File: src/core/coef_bank_defs.svh
// offsets, reset values and counts of the left forward coefficient bank
`ifndef COEF_BANK_DEFS_SVH
`define COEF_BANK_DEFS_SVH

// page on which the coefficient bank answers
`define LFX_COEF_PAGE        1'b1

// register numbers on that page
`define LFX_FWD1_HIGH_ADDR   7'h03
`define LFX_FWD1_LOW_ADDR    7'h04
`define LFX_FWD2_HIGH_ADDR   7'h05
`define LFX_FWD2_LOW_ADDR    7'h06
`define LFX_FWD3_HIGH_ADDR   7'h07
`define LFX_FWD3_LOW_ADDR    7'h08
`define LFX_FWD4_HIGH_ADDR   7'h09
`define LFX_FWD4_LOW_ADDR    7'h0a
`define LFX_FWD5_HIGH_ADDR   7'h0b

// reset value of every coefficient byte
`define LFX_COEF_BYTE_RESET  8'h00

// pair numbering: pairs 0..3 are full coefficients, 4 is the fifth upper
`define LFX_FIFTH_PAIR       3'h4

// structural counts
`define LFX_BYTE_W           8
`define LFX_FWD_PAIRS        4
`define LFX_ADDR_W           7

`endif

File: src/core/coef_bank_pkg.sv
// types shared by the left forward coefficient bank
`default_nettype none
package coef_bank_pkg;

  typedef logic [7:0]         byte_t;
  typedef logic signed [15:0] coef_t;
  typedef logic [2:0]         pair_t;

  // decoded register access
  typedef struct packed {
    logic  hit;
    logic  is_high;
    pair_t pair;
  } reg_sel_s;

  // upper/lower write sequence tracking
  typedef enum logic {
    SEQ_IDLE,
    SEQ_HIGH_STAGED
  } wr_seq_e;

endpackage : coef_bank_pkg
`default_nettype wire

File: src/core/left_effects_coef_bank.sv
// left channel effects filter forward coefficient register bank
`timescale 1ns/1ps
`include "coef_bank_defs.svh"
`default_nettype none
// Behaviour
// - first coefficient upper byte at page-one register 3, lower at 4.
// - second coefficient upper byte at page-one register 5, lower at 6.
// - third coefficient upper byte at page-one register 7, lower at 8.
// - fourth coefficient upper byte at page-one register 9, lower at 10.
// - fifth coefficient upper byte at page-one register 11.
// - upper byte above lower byte forms one 16-bit coefficient.
// - each coefficient is two's complement, -32768 to +32767.
// - coefficient bytes clear to zero on reset.
// - all eight bits read and write; a read returns the last write.
module left_effects_coef_bank #(
  parameter int BYTE_W    = `LFX_BYTE_W,
  parameter int FWD_PAIRS = `LFX_FWD_PAIRS
) (
  input  wire logic                       core_clk,
  input  wire logic                       sys_rst,
  input  wire logic                       active_page,
  input  wire logic                       reg_wr_en,
  input  wire logic                       reg_rd_en,
  input  wire logic [`LFX_ADDR_W-1:0]     reg_addr,
  input  wire logic [BYTE_W-1:0]          reg_wdata,
  output var  logic [BYTE_W-1:0]          reg_rdata,
  output var  logic                       reg_rd_hit,
  output var  logic                       reg_rd_valid,
  output var  logic signed [2*BYTE_W-1:0] fwd1_coef,
  output var  logic signed [2*BYTE_W-1:0] fwd2_coef,
  output var  logic signed [2*BYTE_W-1:0] fwd3_coef,
  output var  logic signed [2*BYTE_W-1:0] fwd4_coef,
  output var  logic [BYTE_W-1:0]          fwd5_coef_high,
  output var  logic [FWD_PAIRS-1:0]       coef_applied,
  output var  logic                       seq_pending,
  output var  logic                       seq_break
);

  ////////////////////////////////////////////////////////////////////////////
  // elaboration checks

  // register map is fixed byte-wide with four full pairs and a fifth upper
  if (BYTE_W != 8) begin : g_bad_width
    $error("coefficient bank needs byte-wide registers");
  end
  if (FWD_PAIRS != 4) begin : g_bad_pairs
    $error("coefficient bank map holds exactly four full pairs");
  end
  // pair codes 0..FWD_PAIRS, the fifth upper included, share one field
  if (FWD_PAIRS >= (1 << $bits(coef_bank_pkg::pair_t))) begin : g_bad_code
    $error("pair code field too narrow for the pair count");
  end
  // the fifth upper byte takes the code just past the full pairs
  if (`LFX_FIFTH_PAIR != FWD_PAIRS) begin : g_bad_fifth
    $error("fifth upper byte code must follow the full pairs");
  end

  ////////////////////////////////////////////////////////////////////////////
  // address decode, shared by the write and the read path

  function automatic coef_bank_pkg::reg_sel_s decode_addr(
    input logic                   page,
    input logic [`LFX_ADDR_W-1:0] addr
  );
    coef_bank_pkg::reg_sel_s sel;
    sel = '0;
    // only page one reaches the bank; page zero uses the same numbers
    if (page == `LFX_COEF_PAGE) begin
      unique case (addr)
        `LFX_FWD1_HIGH_ADDR: sel = '{1'b1, 1'b1, 3'h0};
        `LFX_FWD1_LOW_ADDR:  sel = '{1'b1, 1'b0, 3'h0};
        `LFX_FWD2_HIGH_ADDR: sel = '{1'b1, 1'b1, 3'h1};
        `LFX_FWD2_LOW_ADDR:  sel = '{1'b1, 1'b0, 3'h1};
        `LFX_FWD3_HIGH_ADDR: sel = '{1'b1, 1'b1, 3'h2};
        `LFX_FWD3_LOW_ADDR:  sel = '{1'b1, 1'b0, 3'h2};
        `LFX_FWD4_HIGH_ADDR: sel = '{1'b1, 1'b1, 3'h3};
        `LFX_FWD4_LOW_ADDR:  sel = '{1'b1, 1'b0, 3'h3};
        `LFX_FWD5_HIGH_ADDR: sel = '{1'b1, 1'b1, `LFX_FIFTH_PAIR};
        default:             sel = '0;
      endcase
    end
    return sel;
  endfunction : decode_addr

  coef_bank_pkg::reg_sel_s wr_sel;
  coef_bank_pkg::reg_sel_s rd_sel;

  always_comb begin
    wr_sel = decode_addr(active_page, reg_addr);
    rd_sel = decode_addr(active_page, reg_addr);
  end

  ////////////////////////////////////////////////////////////////////////////
  // write strobes per pair

  // one strobe per byte register; a write off page one raises none
  function automatic logic byte_strobe(
    input coef_bank_pkg::reg_sel_s sel,
    input coef_bank_pkg::pair_t    pair,
    input logic                    upper
  );
    return sel.hit && (sel.pair == pair) && (sel.is_high == upper);
  endfunction : byte_strobe

  logic [FWD_PAIRS-1:0] high_wr;
  logic [FWD_PAIRS-1:0] low_wr;
  logic                 fifth_wr;

  for (genvar i = 0; i < FWD_PAIRS; i++) begin : g_strobe
    assign high_wr[i] = reg_wr_en && byte_strobe(wr_sel, 3'(i), 1'b1);
    assign low_wr[i]  = reg_wr_en && byte_strobe(wr_sel, 3'(i), 1'b0);
  end

  always_comb begin
    fifth_wr = reg_wr_en && byte_strobe(wr_sel, `LFX_FIFTH_PAIR, 1'b1);
  end

  ////////////////////////////////////////////////////////////////////////////
  // the four full coefficient pairs

  coef_bank_pkg::byte_t        pair_high [FWD_PAIRS];
  coef_bank_pkg::byte_t        pair_low  [FWD_PAIRS];
  logic signed [2*BYTE_W-1:0]  pair_coef [FWD_PAIRS];
  logic [FWD_PAIRS-1:0]        pair_applied;

  for (genvar i = 0; i < FWD_PAIRS; i++) begin : g_pair
    coef_pair_reg #(
      .BYTE_W    (BYTE_W)
    ) u_pair (
      .core_clk  (core_clk),
      .sys_rst   (sys_rst),
      .high_wr   (high_wr[i]),
      .low_wr    (low_wr[i]),
      .wdata     (reg_wdata),
      .high_q    (pair_high[i]),
      .low_q     (pair_low[i]),
      .coef_q    (pair_coef[i]),
      .applied_q (pair_applied[i])
    );
  end

  always_comb begin
    fwd1_coef    = pair_coef[0];
    fwd2_coef    = pair_coef[1];
    fwd3_coef    = pair_coef[2];
    fwd4_coef    = pair_coef[3];
    coef_applied = pair_applied;
  end

  ////////////////////////////////////////////////////////////////////////////
  // fifth coefficient upper byte

  // its lower byte lives outside this bank, so the upper byte is handed
  // on as soon as it is written; the owner of the lower byte pairs them
  logic [BYTE_W-1:0] fifth_high_q;
  logic [BYTE_W-1:0] fifth_high_d;

  always_comb begin
    fifth_high_d = fifth_wr ? reg_wdata : fifth_high_q;
  end

  always_ff @(posedge core_clk or posedge sys_rst) begin
    if (sys_rst) begin
      fifth_high_q <= `LFX_COEF_BYTE_RESET;
    end else begin
      fifth_high_q <= fifth_high_d;
    end
  end

  always_comb begin
    fwd5_coef_high = fifth_high_q;
  end

  ////////////////////////////////////////////////////////////////////////////
  // read path: one cycle from request to data

  logic [BYTE_W-1:0] rdata_q;
  logic [BYTE_W-1:0] rdata_d;
  logic              rd_hit_q;
  logic              rd_hit_d;
  logic              rd_valid_q;
  logic              rd_valid_d;

  // byte each full pair offers to the read mux, picked by the upper flag
  coef_bank_pkg::byte_t pair_rd [FWD_PAIRS];

  for (genvar i = 0; i < FWD_PAIRS; i++) begin : g_rd
    assign pair_rd[i] = rd_sel.is_high ? pair_high[i] : pair_low[i];
  end

  always_comb begin
    rdata_d    = '0;
    rd_hit_d   = 1'b0;
    rd_valid_d = reg_rd_en;
    // a read that meets a write in the same cycle sees the old value
    if (reg_rd_en && rd_sel.hit) begin
      rd_hit_d = 1'b1;
      if (rd_sel.pair == `LFX_FIFTH_PAIR) begin
        rdata_d = fifth_high_q;
      end else begin
        for (int i = 0; i < FWD_PAIRS; i++) begin
          if (rd_sel.pair == 3'(i)) begin
            rdata_d = pair_rd[i];
          end
        end
      end
    end
  end

  always_ff @(posedge core_clk or posedge sys_rst) begin
    if (sys_rst) begin
      rdata_q    <= '0;
      rd_hit_q   <= 1'b0;
      rd_valid_q <= 1'b0;
    end else begin
      rdata_q    <= rdata_d;
      rd_hit_q   <= rd_hit_d;
      rd_valid_q <= rd_valid_d;
    end
  end

  always_comb begin
    reg_rdata    = rdata_q;
    reg_rd_hit   = rd_hit_q;
    reg_rd_valid = rd_valid_q;
  end

  ////////////////////////////////////////////////////////////////////////////
  // upper/lower write sequence watch

  // the bank cannot refuse a badly ordered write, so it stores it anyway
  // and flags the slip for the control logic to report
  coef_bank_pkg::wr_seq_e seq_q;
  coef_bank_pkg::wr_seq_e seq_d;
  coef_bank_pkg::pair_t   staged_q;
  coef_bank_pkg::pair_t   staged_d;
  logic                   pending_q;
  logic                   pending_d;
  logic                   break_q;
  logic                   break_d;

  always_comb begin
    seq_d    = seq_q;
    staged_d = staged_q;
    break_d  = 1'b0;
    if (reg_wr_en && wr_sel.hit) begin
      unique case (seq_q)
        coef_bank_pkg::SEQ_IDLE: begin
          if (wr_sel.is_high) begin
            // the fifth upper has no lower partner here, so it never stages
            if (wr_sel.pair != `LFX_FIFTH_PAIR) begin
              seq_d    = coef_bank_pkg::SEQ_HIGH_STAGED;
              staged_d = wr_sel.pair;
            end
          end else begin
            break_d = 1'b1;
          end
        end
        coef_bank_pkg::SEQ_HIGH_STAGED: begin
          if (!wr_sel.is_high && wr_sel.pair == staged_q) begin
            seq_d = coef_bank_pkg::SEQ_IDLE;
          end else begin
            break_d = 1'b1;
            if (wr_sel.is_high && wr_sel.pair != `LFX_FIFTH_PAIR) begin
              staged_d = wr_sel.pair;
            end else begin
              seq_d = coef_bank_pkg::SEQ_IDLE;
            end
          end
        end
      endcase
    end
    pending_d = (seq_d == coef_bank_pkg::SEQ_HIGH_STAGED);
  end

  always_ff @(posedge core_clk or posedge sys_rst) begin
    if (sys_rst) begin
      seq_q     <= coef_bank_pkg::SEQ_IDLE;
      staged_q  <= '0;
      pending_q <= 1'b0;
      break_q   <= 1'b0;
    end else begin
      seq_q     <= seq_d;
      staged_q  <= staged_d;
      pending_q <= pending_d;
      break_q   <= break_d;
    end
  end

  always_comb begin
    seq_pending = pending_q;
    seq_break   = break_q;
  end

endmodule : left_effects_coef_bank
`default_nettype wire

File: src/core/coef_pair_reg.sv
// one coefficient: upper and lower byte registers plus applied 16-bit value
`timescale 1ns/1ps
`include "coef_bank_defs.svh"
`default_nettype none
module coef_pair_reg #(
  parameter int BYTE_W = `LFX_BYTE_W
) (
  input  wire logic                  core_clk,
  input  wire logic                  sys_rst,
  input  wire logic                  high_wr,
  input  wire logic                  low_wr,
  input  wire logic [BYTE_W-1:0]     wdata,
  output var  logic [BYTE_W-1:0]     high_q,
  output var  logic [BYTE_W-1:0]     low_q,
  output var  logic signed [2*BYTE_W-1:0] coef_q,
  output var  logic                  applied_q
);

  logic [BYTE_W-1:0]        high_d;
  logic [BYTE_W-1:0]        low_d;
  logic signed [2*BYTE_W-1:0] coef_d;
  logic                     applied_d;

  ////////////////////////////////////////////////////////////////////////////
  always_comb begin
    high_d    = high_wr ? wdata : high_q;
    low_d     = low_wr ? wdata : low_q;
    coef_d    = coef_q;
    applied_d = 1'b0;
    // the datapath never sees a half-written value: only the lower write
    // moves the pair across, together with the already held upper byte
    if (low_wr) begin
      coef_d    = $signed({high_q, wdata});
      applied_d = 1'b1;
    end
  end

  ////////////////////////////////////////////////////////////////////////////
  always_ff @(posedge core_clk or posedge sys_rst) begin
    if (sys_rst) begin
      high_q    <= `LFX_COEF_BYTE_RESET;
      low_q     <= `LFX_COEF_BYTE_RESET;
      coef_q    <= '0;
      applied_q <= 1'b0;
    end else begin
      high_q    <= high_d;
      low_q     <= low_d;
      coef_q    <= coef_d;
      applied_q <= applied_d;
    end
  end

endmodule : coef_pair_reg
`default_nettype wire

File: config.mk
export PLATFORM = sky130hd
export DESIGN_NAME = left_effects_coef_bank
export DESIGN_NICKNAME = d
export VERILOG_FILES = /design/src/core/coef_bank_pkg.sv /design/src/core/left_effects_coef_bank.sv /design/src/core/coef_pair_reg.sv
export VERILOG_INCLUDE_DIRS = /design/src /design/src/core
export SDC_FILE = /design/constraint.sdc
export NUM_CORES = 1
export LEC_CHECK = 0
export BUFFER_PORTS_ARGS = -buffer_cell sky130_fd_sc_hd__buf_4
export CORE_ASPECT_RATIO = 0.6
export CORE_MARGIN = 5
export CORE_UTILIZATION = 50
export CTS_CLUSTER_DIAMETER = 200
export DETAILED_ROUTE_END_ITERATION = 8
export PLACE_DENSITY = 0.76
export REMOVE_ABC_BUFFERS = 1
export SETUP_SLACK_MARGIN = 0.02
export SLEW_MARGIN = 20
export SYNTH_ARGS = -nofsm -noshare
export SYNTH_HDL_FRONTEND = slang
export SYNTH_SLANG_ARGS = --single-unit
File: constraint.sdc
create_clock -name core_clk -period 4.31 [get_ports core_clk]
set_input_delay 0.862 -clock core_clk [delete_from_list [all_inputs] [get_ports core_clk]]
set_output_delay 0.862 -clock core_clk [all_outputs]
set_load 0.01 [all_outputs]
== Word level (Yosys, flattened, before mapping) ==
Memory sizes are Yosys's and may differ from the RTL's.
Index checks and enable logic that the tools add are counted.
Storage, ports and cells
  word-level logic and storage cells: 106
  memories: 2
  ROM bits: 160
  output and inout bits: 88
  input port bits: 20
  register bits after elaboration: 155
Operators by class
  bitwise gates (word level): 2
  equal/unequal tests: 14
  multiplexer cells: 33
  reduce and logical (&&, ||, !) cells: 32
Memories
  (name not given): words 16, bits a word 5, read ports 1, clocked after memory_dff 0, wr ports 0, line left_effects_coef_bank.sv:69  | unique case (addr)
  (name not given): words 16, bits a word 5, read ports 1, clocked after memory_dff 0, wr ports 0, line left_effects_coef_bank.sv:69
Operators by type and width (number)
  two-way mux 8 bit: 10
  logical AND 1 bit: 27
  two-way mux 5 bit: 4
  equality test 3 x 2 -> 1 bit, second input constant: 4
  two-way mux 1 bit: 12
  two-way mux 3 bit: 4
  logical NOT 3 bit: 3
  equality test 3 x 1 -> 1 bit, second input constant: 2
  equality test 3 bit, second input constant: 2
  != test 2 bit, second input constant: 3
  one-hot mux 3 bit (2 select lines): 1
  AND reduction 5 bit: 1
  one-hot mux 1 bit (2 select lines): 2
  equality test 3 bit: 1
  != test 3 bit, second input constant: 1
  != test 2 x 1 -> 1 bit, second input constant: 1
  inverter 1 bit: 2
  logical NOT 1 bit: 1

== Depth between registers and ports, before layout ==
  word-level depth: 10
  mapped depth: 9
  depth with buffers taken out: 7

== Modules after synthesis ==
A second synthesis with hierarchy kept.
Second synthesis, totals
  cell total of the unflattened synthesis: 466
  area, all modules: 6012.0 um^2
Modules (own cells, without submodules)
  coef_pair_reg: sequential area each 625.6 um^2, times used 4, cells an instance 61, area each 1033.5 um^2
  left_effects_coef_bank: sequential area each 575.6 um^2, times used 1, cells an instance 222, area each 1878.1 um^2

== Worst setup path before layout ==
Ideal clock, no wire load.
  kind: input port to flip-flop
  start point: input reg_addr[0]
  end point: register g_pair[3].u_pair.coef_q[0]
  library setup time: 0.125 ns
  data arrival time: 3.029 ns
  data required time: 4.185 ns
  stages on the path: 7
  slack: 1.156 ns
  path buffers: 1
  cell sequence: ha_1 > or4b_1 > and2_1 > nand2b_1 > nor2_1 > buf_2 > mux2_2
On the way
  cells in the longest elaborated chain, start to end: 7
  elaborated cells on any way between the ends: 8
  classes of those cells: 1 x eq/ne; 2 x mux; 1 x bitwise; 3 x reduce/logical; 1 x memory
Ends and longest elaborated chain
  from (decl): line left_effects_coef_bank.sv:24  | input wire logic [`LFX_ADDR_W-1:0] reg_addr,
  memory read (16 x 5 bit) *
  two-way mux 5 bit *: line left_effects_coef_bank.sv:69
  two-way mux 5 bit *: line left_effects_coef_bank.sv:68  | if (page == `LFX_COEF_PAGE) begin
  equality test 3 x 2 -> 1 bit: line left_effects_coef_bank.sv:102  | return sel.hit && (sel.pair == pair) && (sel.is_high == upper);
  logical AND 1 bit: line left_effects_coef_bank.sv:102
  logical AND 1 bit *: line left_effects_coef_bank.sv:102
  logical AND 1 bit *: line left_effects_coef_bank.sv:111  | assign low_wr[i] = reg_wr_en && byte_strobe(wr_sel, 3'(i), 1'b0);
  to (signal assigned): line coef_pair_reg.sv:48  | coef_q <= coef_d;
  to (decl): line coef_pair_reg.sv:15  | output var logic signed [2*BYTE_W-1:0] coef_q,
Every way passes the cells marked *; elsewhere a longest branch is shown, timed or not.
A chain may end at the register's enable or synchronous reset.

== Final worst setup path ==
  start point: input reg_addr[0]
  end point: register rdata_q[7], in the netlist reg_rdata[7]
On the way
  cells in the longest elaborated chain, start to end: 10
  elaborated cells on any way between the ends: 19
  classes of those cells: 4 x eq/ne; 12 x mux; 2 x reduce/logical; 1 x memory
Ends and longest elaborated chain
  memory read (16 x 5 bit) *
  two-way mux 5 bit *: line left_effects_coef_bank.sv:69
  two-way mux 5 bit *: line left_effects_coef_bank.sv:68
  logical NOT 3 bit / two-way mux 8 bit (equally long branches): line left_effects_coef_bank.sv:202, left_effects_coef_bank.sv:188
  two-way mux 8 bit (4 in a row): line left_effects_coef_bank.sv:202  | if (rd_sel.pair == 3'(i)) begin
  two-way mux 8 bit: line left_effects_coef_bank.sv:198  | if (rd_sel.pair == `LFX_FIFTH_PAIR) begin
  two-way mux 8 bit *: line left_effects_coef_bank.sv:196  | if (reg_rd_en && rd_sel.hit) begin
  via rdata_d[7]: line left_effects_coef_bank.sv:178  | logic [BYTE_W-1:0] rdata_d;
  to (signal assigned): line left_effects_coef_bank.sv:216  | rdata_q <= rdata_d;
  to (decl): line left_effects_coef_bank.sv:177  | logic [BYTE_W-1:0] rdata_q;
Mark *: on every way through the listed nets, which the timed path passes. The rest lies on a longest branch.

==> out/results.tsv <==
stage	metric	value	unit
routing	dr_total_vias	3902	
clock_tree	clock_path_buffers	2	
clock_tree	cts_tree	done	
layout	final-seq-area	3080	µm²
routing	finalWirelength	14.5	mm
clock_tree	htreeDepth	4	
routing	drc_errors	0	
setup_path	reg2reg_slack	2.85	ns
routing	antenna_left	0	
routing	wl_met3	1.20	mm
clock_tree	cts_root_buf	clkbuf_16	
sta	max_clock_freq	290	MHz
layout	stdcell_area	6920	µm²
grt	grt_max_degree	67	
placement	portBuffers	107	
sta	fin_ws	0.856	ns
setup_path	start_kind	input port	
floorplan	io_pins	108	
synth	synth_area	5390	µm²
clock_tree	cts_buffers	17	
synth	synthTopCellsByCount	dfrtp_1, mux2_2, nand2_1	
synth	synth.distinct_cells	39	
clock_tree	clkSinkCount	123	
grt	antenna_found_initial	0	
setup_path	startpoint	reg_addr[0]	
synth	synthArstFlopShare	100	%
placement	pre_cts_slack	0.479	ns
sta	period_share	80.1	%
placement	dpl.hpwl	10.2	mm
clock_tree	ctsResizeCount	0	
routing	wire_per_inst	21.4	µm
grt	grtUsageTotal	22.9	%
placement	routabilityCongestion	0.877	
routing	firstDrtPassIters	4	
clock_tree	clkTransAtPathRegs	0.06	ns
routing	viasPerCell	5.76	
floorplan	die_x	144	µm
sta	rsz0062_at_grt	no	
hold_path	hold_class	flop to flop	
floorplan	rows	29	
routing	drt-initial-drc-count	234	
setup_path	crit_type	input port to flop	
grt	grt_pass1_wl	22.7	mm
floorplan	core	10600	µm²
layout	layout.nets	547	
synth	ys_warn_count	0	
synth	netlist_top_cells_area	dfrtp_1, mux2_2, nand2_1, a221o_1, a21oi_1	
floorplan	dieArea	13000	µm²
setup_path	crit_arrival	3.74	ns
pwr	vdd_drop_max	0.265	mV
sta	maxSlewHeadroom	43.2	%
layout	multiInputGateArea	2190	µm²
synth	synth.avg_cell_area	13.0	µm²
job	drv_cap	0	
setup_path	critPathMaxFanout	19	
pwr	p_leak	3.49	nW
pwr	p_int	0.00218	W
setup_path	crit_required	4.60	ns
setup_path	endpoint_kind	flop	
status	status	complete, no violations	
sta	setup_viol	0	
routing	route.met2.wl	6.36	mm
pwr	combinationalPowerShare	6.5	%
sta	setup-tns-final	0	ns
synth	yosys.cell_count.top_type	dfrtp_1	
synth	synth_cells	415	
synth	synth.top_cell.area_share	57.2	%
pwr	swShare	22.8	%
synth	synthFlopType	dfrtp_1	
sta	worst_pin_slew	0.841	ns
clock_tree	cts_setup_buffers	0	
grt	grt_overflow	0	
floorplan	die_h	90.4	µm
synth	ys_ff_latch	123	
setup_path	reg2reg_from	g_pair[1].u_pair.coef_q[3]$_DFFE_PP0P_	
synth	synth_edf_count	0	
pwr	power_density	409	nW/µm²
hold_path	min-delay-start	g_pair[3].u_pair.coef_q[11]$_DFFE_PP0P_	
layout	n_fill_cell	776	
synth	ys_seq_area_share	57.2	%
layout	n_antenna_cell	0	
clock_tree	ctsHoldBuffers	0	
placement	placed_area	6320	µm²
pwr	switching_power	0.000644	W
routing	highest_layer	met4	
floorplan	start_util	51.0	%
sta	fin_crit	3.45	ns
sta	finalClockSkew	0.00896	ns
grt	grt_pass1_vias	4000	
clock_tree	clk_latency	0.41	ns
layout	area_growth_syn_to_layout	28.4	%
pwr	p_clk_share	50.3	%
sta	finalHoldViolCount	0	
pwr	power_frac_seq	43.2	%
sta	slew_violations	0	
routing	met1Wirelength	6.74	mm
layout	drive_gt1_share	47.0	%
synth	synth_top_cell_by_area	dfrtp_1	
[stage by stage]
stage	instances	total power, W	utilization, %	hold slack (ns)
detailed placement	645	0.00142	59.8	0.498
finish	677	0.00283	65.5	0.505
global placement	645	0.00142	59.8	0.492
CTS	677	0.00284	65.5	0.510
floorplan	392	0.00133	-	0.469
global route	677	0.00291	65.5	0.524
[worst max-delay path, stage by stage]
cell      delay, ns
buf_4          0.14
ha_1           0.34
nor3_1         0.51
a2111o_1       0.68
nor2_1         0.35
a221o_1        0.51
a221o_1        0.35
[flip-flops by register name (all words and copies together), names as in the netlist]
name	flops
g_pair.u_pair.applied_q	4
staged_q	3
g_pair.u_pair.high_q	32
seq_break	1
g_pair.u_pair.coef_q	64
reg_rdata	8
reg_rd_hit	1
seq_pending	1
reg_rd_valid	1
fwd5_coef_high	8
[logic make-up after synthesis]
logic type,count (synthesis),synth area share (%)
xor+xnor,5,0.813
flops,123,57.2
buf+inv,25,2.25
fa+ha+maj,2,0.465
compound gates,59,7.92
simple gates,89,8.16
mux,112,23.2
[layout make-up]
cell class | count | share of cell area, %
clock buffer | 22 | 7.00
clock inverter | 10 | 1.66
inverter | 2 | 0.145
multi-input combinational | 267 | 31.6
sequential | 123 | 44.5
tap | 139 | 2.51
timing repair buffer | 114 | 12.6
[routing by layer]
metal | vias to the layer above | global-route usage, %
met5 | - | 0
met4 | 0 | 5.56
met3 | 14 | 6.61
met2 | 167 | 33.1
met1 | 1998 | 33.9
li1 | 1723 | -
[cells in the final DEF (no fill, tap or decap), types with 7 or more instances in the layout]
cell	netlist	layout
clkbuf_16	0	17
nor2_1	10	10
o21ai_0	7	7
buf_4	4	113
mux2i_1	8	8
a221o_1	16	16
nand2b_1	8	8
a21oi_1	21	21
a31oi_1	8	8
dfrtp_1	123	123
nand2_1	46	46
mux2_2	103	103
[power groups by stage]
stage,clock (W),combinational (W),sequential (W)
floorplan,0,0.0000887,0.00124
global placement,0,0.000181,0.00124
detailed placement,0,0.000185,0.00124
CTS,0.00143,0.000186,0.00122
global route,0.00149,0.000203,0.00122
finish,0.00142,0.000185,0.00122
[final timing paths]
| check | endpoint | depth (start not counted) |
|---|---|---|
| min in group asynchronous | g_pair[1].u_pair.coef_q[15]$_DFFE_PP0P_ | 2 |
| setup reg to reg | reg_rdata[3]$_DFF_PP0_ | 4 |
| max in group asynchronous | reg_rd_hit$_DFF_PP0_ | 3 |
| hold reg to reg | g_pair[3].u_pair.coef_q[11]$_DFFE_PP0P_ | 1 |
| setup / recovery | reg_rdata[7]$_DFF_PP0_ | 7 |
| hold / removal | g_pair[3].u_pair.coef_q[11]$_DFFE_PP0P_ | 1 |
Power figures use the tool's default switching activity.
